`config.mk`:
```
export PLATFORM = sky130hd
export DESIGN_NAME = sbcr_top
export DESIGN_NICKNAME = d
export VERILOG_FILES = /design/src/core/sbcr_tick.v /design/src/core/sbcr_top.v
export VERILOG_INCLUDE_DIRS = /design/src /design/src/core
export SDC_FILE = /design/constraint.sdc
export NUM_CORES = 1
export LEC_CHECK = 0
export BUFFER_PORTS_ARGS = -buffer_cell sky130_fd_sc_hd__buf_2
export CORE_MARGIN = 2
export CORE_UTILIZATION = 55
export DETAILED_ROUTE_END_ITERATION = 8
export GPL_ROUTABILITY_DRIVEN = 0
export PLACE_DENSITY = 0.85
export SLEW_MARGIN = 25
export SYNTH_ARGS = -nofsm -noshare
export SYNTH_HDL_FRONTEND = slang
export SYNTH_SLANG_ARGS = --single-unit
```
`constraint.sdc`:
```
create_clock -name pclk -period 5.2 [get_ports pclk]
set_input_delay 0.26 -clock pclk [delete_from_list [all_inputs] [get_ports pclk]]
set_output_delay 0.26 -clock pclk [all_outputs]
set_load 0.05 [all_outputs]
```
`src/core/sbcr_consts.vh`:
```
// constants for the smart charge request block
`ifndef SBCR_CONSTS_VH
`define SBCR_CONSTS_VH

// register indices, byte address is four times the index
`define SBCR_IDX_SETUP      8'h28
`define SBCR_IDX_TGT_VOLT   8'h3a
`define SBCR_IDX_PRE_VOLT   8'h3c
`define SBCR_IDX_FAST_CUR   8'h3e
`define SBCR_IDX_MAINT_CUR  8'h40
`define SBCR_IDX_PRE_CUR    8'h42
`define SBCR_IDX_PRE_TEMP   8'h44
`define SBCR_IDX_INH_TEMP   8'h46
`define SBCR_IDX_OV_MARGIN  8'h5d
`define SBCR_IDX_IRQ_STAT   8'h60
`define SBCR_IDX_IRQ_MASK   8'h61
`define SBCR_IDX_REQUEST    8'h62
`define SBCR_IDX_STATE      8'h63

// field positions
`define SBCR_BIT_BCAST_MASK 2
`define SBCR_IRQ_OVP        0
`define SBCR_IRQ_PRECHG     1
`define SBCR_IRQ_TERM       2
`define SBCR_IRQ_SENT       3

// reset values
`define SBCR_RST_SETUP      8'h00
`define SBCR_RST_WORD       16'h0000
`define SBCR_RST_TEMP       8'h00

// precharge exit hysteresis, 3 degrees in 0.1 degree steps
`define SBCR_TEMP_HYST      17'h0001e

// broadcast cadence
`define SBCR_PERIOD_S       10
`define SBCR_CLK_HZ         125000000

// bus message addresses and commands
`define SBCR_ADDR_HOST      7'h08
`define SBCR_ADDR_CHARGER   7'h09
`define SBCR_CMD_CURRENT    8'h14
`define SBCR_CMD_VOLTAGE    8'h15
`define SBCR_CMD_ALARM      8'h16

`endif

```
`src/core/sbcr_tick.v`:
```
// periodic one-cycle tick for the broadcast cadence
`timescale 1ns/100ps
module sbcr_tick #(
    parameter [31:0] PERIOD_CYCLES = 32'd1250000000
) (
    // clock and reset
    input  wire pclk,
    input  wire presetn,
    // tick output
    output reg  tick_ff
);

    reg  [31:0] cnt_ff;
    wire        wrap;

    assign wrap = (cnt_ff == PERIOD_CYCLES - 32'd1);

    always @(posedge pclk or negedge presetn) begin
        if (!presetn) begin
            cnt_ff  <= 32'h0000_0000;
            tick_ff <= 1'b0;
        end else begin
            cnt_ff  <= wrap ? 32'h0000_0000 : cnt_ff + 32'd1;
            tick_ff <= wrap;
        end
    end

endmodule

```
`src/core/sbcr_top.v`:
```
// charge request selection, alarm broadcasts and apb registers
//
// Behaviour
// - send requested current and voltage to the charger every 10 seconds.
// - refresh sent values from charge state, pack voltage and temperature.
// - requested voltage is the configured millivolt value, forced to zero on demand.
// - pack voltage above target plus margin is overvoltage and suspends charging.
// - requested current is fast, maintenance, precharge or zero only.
// - request fast current while fast charge is permitted.
// - request zero on termination, then maintenance once termination has gone.
// - request precharge when a cell is low or lowest discharge threshold seen.
// - keep precharge until all cells recover and that threshold condition ends.
// - request precharge when pack voltage is below the precharge voltage.
// - request precharge between inhibit low temperature and precharge threshold.
// - allow fast current only at precharge threshold plus 3 degrees or above; the code also allows it below the inhibit temperature.
// - send alarm to host while any status bit 8 to 15 is set.
// - also send alarm to charger while any status bit 12 to 15 is set.
// - repeat alarms every 10 seconds until the alarm bits clear.
// - broadcast mask bit 2 suppresses every broadcast.
//
// Chosen here: the APB interface to the registers.
`timescale 1ns/100ps
`include "sbcr_consts.vh"
module sbcr_top #(
    parameter [31:0] PERIOD_CYCLES = `SBCR_PERIOD_S * `SBCR_CLK_HZ
) (
    // apb slave
    input  wire        pclk,
    input  wire        presetn,
    input  wire        psel,
    input  wire        penable,
    input  wire        pwrite,
    input  wire [11:0] paddr,
    input  wire [31:0] pwdata,
    output wire        pready,
    output reg  [31:0] prdata_ff,
    output reg         pslverr_ff,
    // gauge measurements, same clock
    input  wire [15:0] pack_mv,
    input  wire [15:0] min_cell_mv,
    input  wire [15:0] temp_dc,
    input  wire [15:0] battery_status,
    input  wire        lowest_discharge_threshold,
    input  wire        term_active,
    input  wire        discharge_seen,
    input  wire        volt_force_zero,
    // charge request outputs
    output reg  [15:0] req_current_ff,
    output reg  [15:0] req_voltage_ff,
    output reg         ovp_suspend_ff,
    // broadcast message port
    output reg         msg_valid_ff,
    input  wire        msg_ready,
    output reg  [6:0]  msg_addr_ff,
    output reg  [7:0]  msg_cmd_ff,
    output reg  [15:0] msg_data_ff,
    // interrupt
    output wire        irq
);

    // =========================================================
    // functions
    // =========================================================
    function signed [16:0] sx;
        input [15:0] v;
        begin
            sx = {v[15], v};
        end
    endfunction

    function [3:0] first_one;
        input [3:0] v;
        begin
            first_one = v & (~v + 4'h1);
        end
    endfunction

    // =========================================================
    // registers
    // =========================================================
    reg  [7:0]  setup_ff;
    reg  [15:0] tgt_volt_ff;
    reg  [15:0] pre_volt_ff;
    reg  [15:0] fast_cur_ff;
    reg  [15:0] maint_cur_ff;
    reg  [15:0] pre_cur_ff;
    reg  [7:0]  pre_temp_ff;
    reg  [15:0] inh_temp_ff;
    reg  [15:0] ov_margin_ff;
    reg  [3:0]  irq_stat_ff;
    reg  [3:0]  irq_mask_ff;

    wire        wr_en;
    wire        rd_setup;
    wire [9:0]  idx;
    wire        hit;
    reg  [31:0] nxt_rdata;

    assign pready = 1'b1;
    assign idx    = paddr[11:2];
    assign wr_en  = psel & penable & pwrite;
    assign rd_setup = psel & ~penable;

    // =========================================================
    // charge state
    // =========================================================
    reg         pre_volt_hold_ff;
    reg         pre_temp_hold_ff;
    reg         fast_done_ff;
    reg         ovp_prev_ff;
    reg         pre_prev_ff;
    reg         term_prev_ff;

    wire        cell_low;
    wire        cell_ok;
    wire        pack_low;
    wire        temp_in_band;
    wire        temp_fast_ok;
    wire        temp_low;
    wire        precharge;
    wire [16:0] ov_limit;
    wire        ovp_now;
    wire signed [16:0] temp_s;
    wire signed [16:0] pc_s;
    wire signed [16:0] pc_hyst_s;
    wire signed [16:0] inh_s;
    reg  [15:0] nxt_current;
    reg  [1:0]  cur_sel;

    assign temp_s    = sx(temp_dc);
    assign pc_s      = {9'h000, pre_temp_ff};
    assign pc_hyst_s = pc_s + `SBCR_TEMP_HYST;
    assign inh_s     = sx(inh_temp_ff);

    assign cell_low = (min_cell_mv < pre_volt_ff) | lowest_discharge_threshold;
    assign cell_ok  = (min_cell_mv > pre_volt_ff) & ~lowest_discharge_threshold;
    assign pack_low = pack_mv < pre_volt_ff;
    assign temp_low     = temp_s < inh_s;
    assign temp_in_band = ~temp_low & (temp_s < pc_s);
    assign temp_fast_ok = temp_s >= pc_hyst_s;

    assign precharge = cell_low | pre_volt_hold_ff | pack_low
                     | temp_in_band | pre_temp_hold_ff;

    assign ov_limit = {1'b0, tgt_volt_ff} + {1'b0, ov_margin_ff};
    assign ovp_now  = {1'b0, pack_mv} > ov_limit;

    // pick one of four sources, fast by default
    always @* begin
        nxt_current = fast_cur_ff;
        cur_sel     = 2'h0;
        // zero first, then precharge, then maintenance
        if (term_active | ovp_now) begin
            nxt_current = 16'h0000;
            cur_sel     = 2'h3;
        end else if (precharge) begin
            nxt_current = pre_cur_ff;
            cur_sel     = 2'h2;
        end else if (fast_done_ff) begin
            nxt_current = maint_cur_ff;
            cur_sel     = 2'h1;
        end
    end

    always @(posedge pclk or negedge presetn) begin
        if (!presetn) begin
            pre_volt_hold_ff <= 1'b0;
            pre_temp_hold_ff <= 1'b0;
            fast_done_ff     <= 1'b0;
            req_current_ff   <= 16'h0000;
            req_voltage_ff   <= 16'h0000;
            ovp_suspend_ff   <= 1'b0;
            ovp_prev_ff      <= 1'b0;
            pre_prev_ff      <= 1'b0;
            term_prev_ff     <= 1'b0;
        end else begin
            if (cell_low) begin
                pre_volt_hold_ff <= 1'b1;
            end else if (cell_ok) begin
                pre_volt_hold_ff <= 1'b0;
            end
            if (temp_in_band) begin
                pre_temp_hold_ff <= 1'b1;
            end else if (temp_fast_ok | temp_low) begin
                pre_temp_hold_ff <= 1'b0;
            end
            // remember termination until discharge restarts the cycle
            if (term_active) begin
                fast_done_ff <= 1'b1;
            end else if (discharge_seen) begin
                fast_done_ff <= 1'b0;
            end
            req_current_ff <= nxt_current;
            // configured voltage, forced zero on demand
            req_voltage_ff <= volt_force_zero ? 16'h0000 : tgt_volt_ff;
            ovp_suspend_ff <= ovp_now;
            ovp_prev_ff    <= ovp_now;
            pre_prev_ff    <= precharge;
            term_prev_ff   <= term_active;
        end
    end

    // =========================================================
    // broadcast scheduler
    // =========================================================
    wire        tick;
    wire        bcast_off;
    wire        alarm_host;
    wire        alarm_chg;
    wire [3:0]  pick;
    wire        sent;
    reg  [3:0]  pend_ff;
    reg  [3:0]  nxt_pend;

    sbcr_tick #(
        .PERIOD_CYCLES (PERIOD_CYCLES)
    ) u_tick (
        .pclk    (pclk),
        .presetn (presetn),
        .tick_ff (tick)
    );

    assign bcast_off  = setup_ff[`SBCR_BIT_BCAST_MASK];
    // host alarm from bits 8 to 15
    assign alarm_host = |battery_status[15:8];
    // charger alarm from bits 12 to 15
    assign alarm_chg  = |battery_status[15:12];
    assign pick       = first_one(pend_ff & {alarm_chg, alarm_host, 2'b11});
    assign sent       = msg_valid_ff & msg_ready;

    always @* begin
        nxt_pend = pend_ff & {alarm_chg, alarm_host, 2'b11};
        if (!msg_valid_ff) begin
            nxt_pend = pend_ff & ~pick;
        end
        // queue current and voltage each period
        // alarms queued again each period while bits stay set
        if (tick) begin
            nxt_pend = nxt_pend | {alarm_chg, alarm_host, 2'b11};
        end
        if (bcast_off) begin
            nxt_pend = 4'h0;
        end
    end

    // one message at a time; a stalled receiver holds the rest pending
    always @(posedge pclk or negedge presetn) begin
        if (!presetn) begin
            pend_ff      <= 4'h0;
            msg_valid_ff <= 1'b0;
            msg_addr_ff  <= 7'h00;
            msg_cmd_ff   <= 8'h00;
            msg_data_ff  <= 16'h0000;
        end else begin
            pend_ff <= nxt_pend;
            if (msg_valid_ff) begin
                if (msg_ready) begin
                    msg_valid_ff <= 1'b0;
                end
            end else if (|pick && !bcast_off) begin
                msg_valid_ff <= 1'b1;
                case (pick)
                    4'h1: begin
                        msg_addr_ff <= `SBCR_ADDR_CHARGER;
                        msg_cmd_ff  <= `SBCR_CMD_CURRENT;
                        msg_data_ff <= req_current_ff;
                    end
                    4'h2: begin
                        msg_addr_ff <= `SBCR_ADDR_CHARGER;
                        msg_cmd_ff  <= `SBCR_CMD_VOLTAGE;
                        msg_data_ff <= req_voltage_ff;
                    end
                    4'h4: begin
                        msg_addr_ff <= `SBCR_ADDR_HOST;
                        msg_cmd_ff  <= `SBCR_CMD_ALARM;
                        msg_data_ff <= battery_status;
                    end
                    default: begin
                        msg_addr_ff <= `SBCR_ADDR_CHARGER;
                        msg_cmd_ff  <= `SBCR_CMD_ALARM;
                        msg_data_ff <= battery_status;
                    end
                endcase
            end
        end
    end

    // =========================================================
    // interrupts
    // =========================================================
    wire [3:0] irq_set;
    wire [3:0] irq_clr;

    assign irq_set = {sent, term_active & ~term_prev_ff,
                      precharge & ~pre_prev_ff, ovp_now & ~ovp_prev_ff};
    assign irq_clr = (wr_en && idx == {2'b00, `SBCR_IDX_IRQ_STAT}) ? pwdata[3:0] : 4'h0;
    assign irq     = |(irq_stat_ff & irq_mask_ff);

    // set wins over a same-cycle clear
    always @(posedge pclk or negedge presetn) begin
        if (!presetn) begin
            irq_stat_ff <= 4'h0;
        end else begin
            irq_stat_ff <= (irq_stat_ff & ~irq_clr) | irq_set;
        end
    end

    // =========================================================
    // apb register access
    // =========================================================
    assign hit = (idx == {2'b00, `SBCR_IDX_SETUP})     | (idx == {2'b00, `SBCR_IDX_TGT_VOLT})
               | (idx == {2'b00, `SBCR_IDX_PRE_VOLT})  | (idx == {2'b00, `SBCR_IDX_FAST_CUR})
               | (idx == {2'b00, `SBCR_IDX_MAINT_CUR}) | (idx == {2'b00, `SBCR_IDX_PRE_CUR})
               | (idx == {2'b00, `SBCR_IDX_PRE_TEMP})  | (idx == {2'b00, `SBCR_IDX_INH_TEMP})
               | (idx == {2'b00, `SBCR_IDX_OV_MARGIN}) | (idx == {2'b00, `SBCR_IDX_IRQ_STAT})
               | (idx == {2'b00, `SBCR_IDX_IRQ_MASK})  | (idx == {2'b00, `SBCR_IDX_REQUEST})
               | (idx == {2'b00, `SBCR_IDX_STATE});

    always @* begin
        nxt_rdata = 32'h0000_0000;
        case (idx[7:0])
            `SBCR_IDX_SETUP:     nxt_rdata = {24'h000000, setup_ff};
            `SBCR_IDX_TGT_VOLT:  nxt_rdata = {16'h0000, tgt_volt_ff};
            `SBCR_IDX_PRE_VOLT:  nxt_rdata = {16'h0000, pre_volt_ff};
            `SBCR_IDX_FAST_CUR:  nxt_rdata = {16'h0000, fast_cur_ff};
            `SBCR_IDX_MAINT_CUR: nxt_rdata = {16'h0000, maint_cur_ff};
            `SBCR_IDX_PRE_CUR:   nxt_rdata = {16'h0000, pre_cur_ff};
            `SBCR_IDX_PRE_TEMP:  nxt_rdata = {24'h000000, pre_temp_ff};
            `SBCR_IDX_INH_TEMP:  nxt_rdata = {16'h0000, inh_temp_ff};
            `SBCR_IDX_OV_MARGIN: nxt_rdata = {16'h0000, ov_margin_ff};
            `SBCR_IDX_IRQ_STAT:  nxt_rdata = {28'h0000000, irq_stat_ff};
            `SBCR_IDX_IRQ_MASK:  nxt_rdata = {28'h0000000, irq_mask_ff};
            // higher-level chargers read the live request here
            `SBCR_IDX_REQUEST:   nxt_rdata = {req_voltage_ff, req_current_ff};
            `SBCR_IDX_STATE:     nxt_rdata = {24'h000000, pend_ff, fast_done_ff,
                                              ovp_suspend_ff, cur_sel};
            default:             nxt_rdata = 32'h0000_0000;
        endcase
        if (idx[9:8] != 2'b00) begin
            nxt_rdata = 32'h0000_0000;
        end
    end

    // read data latched in the setup cycle, so the access phase needs no wait
    always @(posedge pclk or negedge presetn) begin
        if (!presetn) begin
            prdata_ff  <= 32'h0000_0000;
            pslverr_ff <= 1'b0;
        end else if (rd_setup) begin
            prdata_ff  <= nxt_rdata;
            pslverr_ff <= ~hit;
        end
    end

    always @(posedge pclk or negedge presetn) begin
        if (!presetn) begin
            setup_ff     <= `SBCR_RST_SETUP;
            tgt_volt_ff  <= `SBCR_RST_WORD;
            pre_volt_ff  <= `SBCR_RST_WORD;
            fast_cur_ff  <= `SBCR_RST_WORD;
            maint_cur_ff <= `SBCR_RST_WORD;
            pre_cur_ff   <= `SBCR_RST_WORD;
            pre_temp_ff  <= `SBCR_RST_TEMP;
            inh_temp_ff  <= `SBCR_RST_WORD;
            ov_margin_ff <= `SBCR_RST_WORD;
            irq_mask_ff  <= 4'h0;
        end else if (wr_en && idx[9:8] == 2'b00) begin
            case (idx[7:0])
                `SBCR_IDX_SETUP:     setup_ff     <= pwdata[7:0];
                `SBCR_IDX_TGT_VOLT:  tgt_volt_ff  <= pwdata[15:0];
                `SBCR_IDX_PRE_VOLT:  pre_volt_ff  <= pwdata[15:0];
                `SBCR_IDX_FAST_CUR:  fast_cur_ff  <= pwdata[15:0];
                `SBCR_IDX_MAINT_CUR: maint_cur_ff <= pwdata[15:0];
                `SBCR_IDX_PRE_CUR:   pre_cur_ff   <= pwdata[15:0];
                // threshold tops out at 12.7 degrees in 0.1 steps
                `SBCR_IDX_PRE_TEMP:  pre_temp_ff  <= {1'b0, pwdata[6:0]};
                `SBCR_IDX_INH_TEMP:  inh_temp_ff  <= pwdata[15:0];
                `SBCR_IDX_OV_MARGIN: ov_margin_ff <= pwdata[15:0];
                `SBCR_IDX_IRQ_MASK:  irq_mask_ff  <= pwdata[3:0];
                default: begin
                end
            endcase
        end
    end

endmodule

```
==> results.md, run 1 <==
* Critical Path Source Type: flop
* Hold Crit Class: in2reg
* Max clock buf depth at 3
* Synth Cell Area at 14300 um^2
* Crit path top cell by count: a21o_1
* Routed WL per cell at 21.86 um
* Slew headroom at 29.30%
* WP data required at 5.62 ns
* Syn_area_per_cell at 10.31 um^2
* Hold buffers post-CTS at 5
* #FFs+latches synth at 264
* Largest net degree at the start of global routing at 137
* Initial antenna violation count at 2
* Drt drc at 0
* Hold Vio Cnt, Final at 0
* Clock buffer count from CTS at 27
* Fin nets at between 1500 and 2000
* # setup viols final at 0
* Critical path cell sequence: ha_1 -> fa_1 -> a211oi_1 -> o21bai_1 -> a311oi_1 -> o21ai_0 -> a21o_1 -> a21oi_1 -> xor2_1 -> ha_1 -> a21o_1 -> a21o_1 -> a221oi_1 -> nor4b_2 -> buf_4 -> or2_2 -> a211oi_1
* Status: finished clean
* Least-Margin Pin Slew at approximately 1.1 ns
* Gr ovfl total at 0
* Via Count at roughly 12000
* F_max at 208.0 MHz
* RSZ-0062 raised after global routing: false
* Worst-path maximum fanout at 17
* P per Cell Area at 275.7 nW/um^2
* Clock tree root driver cell: clkbuf_16
* Vias/cell at 6.394
* Post-CTS resize count at 0
* Layout Area Growth over Synthesis at 15.41%
* CP peak stage delay at 0.45 ns
* Most common cell in the netlist: dfrtp_1
* Sum of negative setup slack at 0 ns
* CTS tree: yes
* FFs w/ async S/R, synth at 100.0%
* Worst Skew at 0.01878 ns
* Final wirelength at 41540 um
* Max Cap Viol at 0
* Initial DRT Pass Iterations at 6
* Synth Flop Type: dfrtp_1
* Die H at about 170 um
* First DRT Iteration DRCs at 1570
* H-tree depth at 1
* Most instantiated cells after synthesis: dfrtp_1, nand2_1, mux2_2, ha_1, o21ai_0
* Io pins at 218
* Slowest CP cell: or2_2
* Final antenna-violating net count at 0
* Kind of critical path: reg2reg
* Sink Count at approximately 260
* Synth Instances at around 1400
* Vias in the first global route at around 12000
* Top cells by area, synth: dfrtp_1, ha_1, mux2_2
* DIE AREA at 27310 um^2
* Count of different cell masters after synthesis at 68
* Seq/Total Area, Yosys at 46.19%
* Top Layer Used: met5
* Final Util at 64.06%
* Post-CTS Setup Repair Bufs at 0
* Layout fillers at 1948
* Fin. max-slew vios at 0
* WL met2 at 18200 um
* Worst R2R Setup Slack at 0.39 ns
* Initial Util at 55.51%
* Arrival time worst endpoint at ~5.2 ns
* Share of layout cells above drive strength 1 at 23.58%
* Core area at 25760 um^2
* Clk_lat worst skew at ~0.54 ns
* Wire length on met3 at 5408 um
* Die width at 165.3 um
* Synth Warn # at 0
* Period utilization at ~90%
* Worst-path clk slew at ~0.070 ns
* Tmin final at just under 5 ns
* LEAKAGE at 8.252 nW
* Wire length on met1 at roughly 17000 um
* Port-buffer cells at 189
* Maximum VDD drop at between 0.2 and 0.25 mV
* Share of the synthesized area in the top cell type at 46.19%
* Gr usage total at a little under a third
* Yosys top cell by area: dfrtp_1
* Number of enable flip-flop cells after synthesis at 0
* First-pass GRT wire length at 64450 um
* CP Capture Type: flop
* Ant. Diodes at 0
* Post-DP HPWL at a little under 30000 um
* Row cnt at 59
[state kept, by name (all words and copies together) (netlist names), 7 cells and up]
signal,cells
req_voltage_ff,16
fast_cur_ff,16
u_tick.cnt_ff,32
tgt_volt_ff,16
setup_ff,8
req_current_ff,16
prdata_ff,32
inh_temp_ff,16
pre_cur_ff,16
msg_data_ff,16
pre_volt_ff,16
ov_margin_ff,16
maint_cur_ff,16
pre_temp_ff,7
[placed cells by master (no fill, tap or decap), types with 8 or more instances in the layout]
cell type,synthesis,routed
clkbuf_16,0,27
mux2_2,95,95
or3_1,8,8
a222oi_1,18,18
a21o_1,19,19
o21ai_0,92,92
mux2i_1,16,16
nor2b_1,33,31
buf_2,13,188
a21oi_1,61,61
and4_1,11,11
a311oi_1,19,19
conb_1,2,10
a22oi_1,30,30
nand2b_1,8,8
a211oi_1,22,22
xnor2_1,19,19
nand3_1,39,39
buf_4,13,14
o21ai_1,10,9
inv_1,69,69
a31oi_1,9,9
nand4_1,19,19
nor3_1,12,11
dfrtp_1,264,264
ha_1,94,94
nand2_1,131,131
a221oi_1,10,10
a22o_1,26,26
xor2_1,23,23
nor2_1,54,53
[path summary, 6_finish.rpt]
| kind | startpoint | depth (start not counted) | endpoint |
|---|---|---|---|
| min in group asynchronous | presetn | 2 | inh_temp_ff[0] |
| hold reg to reg | u_tick.cnt_ff[31] | 1 | u_tick.cnt_ff[31] |
| setup / recovery | tgt_volt_ff[0] | 17 | req_current_ff[12] |
| hold / removal | pwdata[14] | 3 | inh_temp_ff[14] |
| setup reg to reg | tgt_volt_ff[0] | 17 | req_current_ff[12] |
| max in group asynchronous | presetn | 3 | msg_data_ff[7] |
[stage by stage]
step / setup WS, ns / area [um^2] / total power [mW] / instances / hold WS (ns)
after floorplan: 1.068 / 14330 / 2.266 / 1395 / -0.03559
after global placement: 0.6224 / 15440 / 2.408 / 1845 / 0.4310
after detailed placement: 0.5501 / 15440 / 2.416 / 1845 / 0.4395
after CTS: 0.5018 / 16480 / 4.555 / 1899 / 0.03457
after global routing: 0.05753 / 16500 / 4.671 / 1900 / 0.07885
final: 0.3927 / 16500 / 4.551 / 1900 / 0.05787
[kinds of logic (layout without fill, tap and decap cells)]
kind of cell,count (synthesis),in the layout,synth area share [%]
adders and majority gates,95,95,8.364
other,2,10,0.05251
muxes,111,111,8.600
xor gates and xnor gates,42,42,2.572
buffers and inverters,158,328,4.654
AOI/OAI and AO/OA,354,354,16.78
and+or+nand+nor,361,361,12.78
DFF,264,264,46.19
[routing by layer]
layer | vias to the layer above | track usage (%)
met3 | 125 | 9.141
met2 | 743 | 46.89
met1 | 5910 | 41.43
met4 | 4 | 10.00
met5 | - | 0
li1 | 5367 | -
[worst max-delay path, delay by kind of cell, from the launching register on]
family / cells / cell delay (ns)
fa+ha+maj: 3 / 0.95
simple gates: 2 / 0.55
compound gates: 10 / 2.42
buf+inv: 1 / 0.17
flops: 1 / 0.42
xor+xnor: 1 / 0.17
[layout make-up]
cell class | count | area, um^2 | share of cell area (%)
multi-input cells | 973 | 7077 | 42.88
flip-flops and latches | 264 | 6606 | 40.03
repair buffers | 210 | 1159 | 7.020
clock buffers | 29 | 683.2 | 4.139
well taps | 335 | 419.2 | 2.540
clock inverters | 20 | 301.5 | 1.827
inverters | 69 | 259.0 | 1.569
[report_power, final]
| part | switching (mW) | internal (mW) | leakage, nW |
|---|---|---|---|
| combinational | 0.206 | 0.0916 | 4.42 |
| clock | 0.852 | 1.31 | 0.482 |
| sequential | 0.0232 | 2.07 | 3.35 |
No activity file was read; power rests on OpenSTA's default activity.
==> run 2, diff against run 1 <==
CELL_PAD_IN_SITES_DETAIL_PLACEMENT = 1   (was not set)
CELL_PAD_IN_SITES_GLOBAL_PLACEMENT = 2   (was not set)
CORE_UTILIZATION = 37   (was 55)
PLACE_DENSITY = 0.88   (was 0.85)
==> results.md, run 2 (synthesis results as in run 1) <==
* Post-CTS Setup Repair Bufs at 0
* Fin. max-slew vios at 0
* Sink Count at 264
* Die width at 200.6 um
* Row cnt at 72
* Die H at 200.6 um
* Clock buffer count from CTS at 29
* Ant. Diodes at 0
* H-tree depth at 1
* Status: finished clean
* Layout Area Growth over Synthesis at 16.54%
* F_max at between 200 and 250 MHz
* Arrival time worst endpoint at 5.20 ns
* Gr usage total at 24.13%
* Vias in the first global route at approximately 13000
* Fin area at 16670 um^2
* CP Capture Type: flop
* Max Cap Viol at 0
* Post-DP HPWL at roughly 36000 um
* Worst-path clk slew at approximately 0.07 ns
* Hold Crit Class: in2reg
* Final antenna-violating net count at 0
* Max clock buf depth at 3
* WP data required at 5.64 ns
* Total power at 4.389 mW
* Maximum VDD drop at 0.2200 mV
* Slew headroom at 33.10%
* Tmin final at 4.759 ns
* Gr ovfl total at 0
* Multi-input logic area at 7097 um^2
* Share of layout cells above drive strength 1 at 23.41%
* Clock tree root driver cell: clkbuf_16
* First DRT Iteration DRCs at a little under 1000
* Core area at 38380 um^2
* Placed cell areas at approximately 16000 um^2
* Register area at 6606 um^2
* Initial antenna violation count at 0
* Worst-path maximum fanout at 17
* Initial DRT Pass Iterations at 6
* RSZ-0062 raised after global routing: false
* Leading cell type in the layout, fill and taps excluded: dfrtp_1
* Biggest regs: prdata_ff x32, u_tick.cnt_ff x32
* Routed WL per cell at 23.44 um
* Vias/cell at 5.765
* Worst Skew at 0.01676 ns
* Hold Vio Cnt, Final at 0
* P per Cell Area at 263.4 nW/um^2
* Layout fillers at 4350
* Kind of critical path: reg2reg
* CTS tree: yes
* Largest net degree at the start of global routing at 133
* Port-buffer cells at approximately 190
* First-pass GRT wire length at about 76000 um
* Via Count at 12030
* Io pins at 218
* Final Util at 43.43%
* Worst r2r src: tgt_volt_ff[0]
* Sum of negative setup slack at 0 ns
* Period utilization at 91.53%
* Clk_lat worst skew at about 0.57 ns
* Drt drc at 0
* LEAKAGE at ~8.2 nW
* Final wirelength at 48900 um
* Fin nets at between 1500 and 2000
* Worst setup path start: tgt_volt_ff[0]
* Commonest cells after routing, fill and taps aside: dfrtp_1, buf_2, nand2_1, mux2_2, ha_1
* Critical Path Source Type: flop
* DIE AREA at 40240 um^2
* Hold_sp: pwdata[12]
* Initial Util at 37.27%
* Least-Margin Pin Slew at approximately 1 ns
* # setup viols final at 0
run 2: metal layers:
layer | global-route usage (%) | up-vias | wire (um)
li1 | - | 5355 | -
met4 | 7.169 | 0 | 1090
met2 | 37.77 | 507 | 21680
met1 | 33.96 | 6096 | 22090
met3 | 4.692 | 67 | 4042
met5 | 0 | - | 0
run 2: final timing paths:
| check | end | slack, ns | cells after the start |
|---|---|---|---|
| worst min register to register | u_tick.cnt_ff[31] | 0.47 | 1 |
| worst max register to register | req_current_ff[2] | 0.44 | 17 |
| min in group asynchronous | prdata_ff[29] | 0.26 | 2 |
| worst max-delay path | req_current_ff[2] | 0.44 | 17 |
| worst min-delay path | inh_temp_ff[12] | 0.03 | 3 |
| max in group asynchronous | inh_temp_ff[3] | 3.68 | 3 |
run 2: critical path: stages, from the launching register on:
cell	delay (ns)
dfrtp_1	0.41
ha_1	0.24
fa_1	0.43
a211oi_1	0.27
o21bai_1	0.19
a311oi_2	0.35
o21ai_0	0.18
a21o_1	0.22
a21oi_1	0.17
xor2_1	0.18
ha_1	0.27
a21o_1	0.17
a21o_1	0.18
a221oi_1	0.28
nor4b_2	0.09
buf_4	0.17
or2_2	0.46
a211oi_1	0.35
run 2: cell type report:
cell class	instances	share of cell area [%]
clock inverter	3	0.09009
timing repair buffer	213	6.967
inverter	69	1.554
sequential	264	39.64
multi-input combinational	973	42.58
clock buffer	46	5.278
tap	518	3.889
run 2: per-stage QoR:
stage                     worst slack, ns  hold slack, ns  std cells
after floorplan                     1.068        -0.03559       1395
after global placement             0.4806          0.2741       2032
after detailed placement           0.4431          0.2727       2032
after CTS                          0.4150         0.01880       2086
after global routing              0.08756         0.04198       2086
final                              0.4405         0.03290       2086
run 2: power by group:
part	switching (mW)	internal (mW)	leakage, nW
Sequential	0.0245	2.07	3.35
Combinational	0.215	0.0902	4.43
Clock	0.847	1.14	0.443
Total	1.09	3.30	8.22
run 2: repair_timing:
| action | CTS | global route |
|---|---|---|
| gates resized for setup | 0 | 1 |
| setup endpoints to repair | 0 | 2 |
| hold buffers | 5 | 0 |
| endpoints found under the hold margin | 78 | 0 |
==> run 3, diff against run 2 <==
CORE_ASPECT_RATIO = 1.4   (was not set)
SKIP_LAST_GASP = 1   (was not set)
==> results.md, run 3 (synthesis results as in run 1) <==
* Routed WL per cell at ~24 um
* Tmin final at ~4.9 ns
* Status: finished clean
* Hold Path Stages at 3
* Wire length on met3 at 2836 um
* Gr usage total at 24.17%
* Wire length on met1 at 19160 um
* Share of layout cells above drive strength 1 at 23.26%
* Die H at about 240 um
* Critical Path Source Type: flop
* First-pass GRT wire length at 75150 um
* Clock buffer count from CTS at 26
* Final antenna-violating net count at 0
* Hold Vio Cnt, Final at 0
* Via Count at 11900
* LEAKAGE at 8.180 nW
* Initial Util at ~37%
* Vias/cell at 5.824
* Post-CTS Setup Repair Bufs at 0
* # setup viols final at 0
* H-tree depth at 1
* WL met2 at roughly 24000 um
* Combinational share of power at 7.2%
* Reg2Reg Depth at 18
* Post-DP HPWL at 36060 um
* Switch share at approximately 25%
* Fin. max-slew vios at 0
* Post-place setup slack at 0.4163 ns
* Slew headroom at 25.10%
* Layout Area Growth over Synthesis at 15.61%
* Slowest CP cell: fa_1
* Fin nets at 1760
* Leading cell type in the layout, fill and taps excluded: dfrtp_1
* Initial DRT Pass Iterations at 6
* Max Cap Viol at 0
* WP data required at 5.63 ns
* PnR worst setup slack at 0.3455 ns
* CTS tree: yes
* Crit path top cell by count: a21o_1
* DIE AREA at 40260 um^2
* CP Depth at 18
* Sum of negative setup slack at 0 ns
* Net Sw Power at approximately 1.1 mW
* Worst path bufs/invs at 2
* Crit path max-delay family: compound AO/OA/AOI/OAI gates
* Biggest regs: prdata_ff x32, u_tick.cnt_ff x32
* Arrival time worst endpoint at 5.28 ns
* Port-buffer cells at 189
* Sink Count at between 200 and 300
* Initial antenna violation count at 3
* Vias in the first global route at 12910
* Sequential share of power at 49.2%
* Clock tree root driver cell: clkbuf_16
* RSZ-0062 raised after global routing: false
* Worst Skew at 0.01618 ns
* Worst-path maximum fanout at 17
* Largest net degree at the start of global routing at 155
* Drt drc at 0
* First DRT Iteration DRCs at 882
* CP Capture Type: flop
* F_max at 206.0 MHz
* CP peak stage delay at ~0.46 ns
* Least-Margin Pin Slew at about 1.1 ns
* Maximum VDD drop at about 0.20 mV
* Final wirelength at between 40000 and 50000 um
* Kind of critical path: reg2reg
* Worst-path clk slew at roughly 0.06 ns
* Row cnt at 85
* Critical path cell sequence: ha_1 -> fa_1 -> a211oi_1 -> o21bai_1 -> a311oi_1 -> o21ai_0 -> a21o_1 -> a21oi_1 -> xor2_1 -> ha_1 -> a21o_1 -> a21o_1 -> a221oi_1 -> nor4b_2 -> buf_4 -> or2_2 -> buf_12 -> o31a_1
* Die width at 170.2 um
* Clk_lat worst skew at 0.55 ns
* Hold Crit Class: in2reg
* Io pins at 218
* Top Layer Used: met5
* Clock share of power at 43.7%
* Worst R2R Setup Slack at 0.35 ns
* P per Cell Area at 257.3 nW/um^2
* Period utilization at 93.36%
* Max clock buf depth at 3
* Commonest cells after routing, fill and taps aside: dfrtp_1, buf_2, nand2_1, mux2_2, ha_1
* Core area at between 30000 and 40000 um^2
* Gr ovfl total at 0
* Cell Int Power at 3.191 mW
==> run 3: timing repair <==
| item | 4_1_cts | 5_1_grt |
|---|---|---|
| hold buffers | 5 | 0 |
| resized for setup | 0 | 0 |
| endpoints found under the hold margin | 115 | 0 |
==> run 3: final timing paths <==
kind,from,end
worst max-delay path,tgt_volt_ff[0],prdata_ff[1]
worst min-delay path,pwdata[15],pre_cur_ff[15]
worst max register to register,tgt_volt_ff[0],prdata_ff[1]
worst min register to register,msg_data_ff[3],msg_data_ff[3]
max in group asynchronous,presetn,inh_temp_ff[14]
min in group asynchronous,presetn,pre_temp_ff[1]
==> run 3: final cells by class <==
class                      instances  area [um^2]
antenna                            1        2.502
clock buffer                      37        733.2
clock inverter                     9        76.32
fill                            4330        21750
inverter                          69        259.0
multi-input combinational        973         7084
sequential                       264         6606
tap                              478        598.1
timing repair buffer             213         1174
==> run 3: routing by layer <==
layer / global-route usage [%] / vias to the layer above
li1: - / 5330
met1: 29.09 / 6038
met2: 42.07 / 414
met3: 4.078 / 118
met4: 10.85 / 4
met5: 0 / -
==> run 3: worst reg2reg max path, delay by kind of cell, from the launching register on <==
family	cells	cell delay (ns)
buffers and inverters	2	0.34
DFF	1	0.42
and+or+nand+nor	2	0.40
xor gates and xnor gates	1	0.18
adders and majority gates	3	0.99
AOI/OAI and AO/OA	10	2.42
==> run 3: per-stage QoR <==
step	instance area (um^2)	util, %	total power [mW]	hold WS, ns	cells
2_1_floorplan	14330	-	2.266	-0.03559	1395
3_3_place_gp	15670	40.92	2.424	0.3898	1992
3_5_place_dp	15670	40.92	2.433	0.3884	1992
4_1_cts	16530	43.16	4.285	0.02389	2043
5_1_grt	16530	43.18	4.395	0.05135	2044
6_report	16530	43.18	4.255	0.03631	2044
==> run 3: power by group through the flow <==
stage / clock network [mW] / logic (mW) / registers [mW]
after floorplan: 0 / 0.123 / 2.14
after detailed placement: 0 / 0.304 / 2.13
after global placement: 0 / 0.295 / 2.13
after global routing: 1.97 / 0.337 / 2.09
after CTS: 1.89 / 0.308 / 2.09
final: 1.86 / 0.305 / 2.09
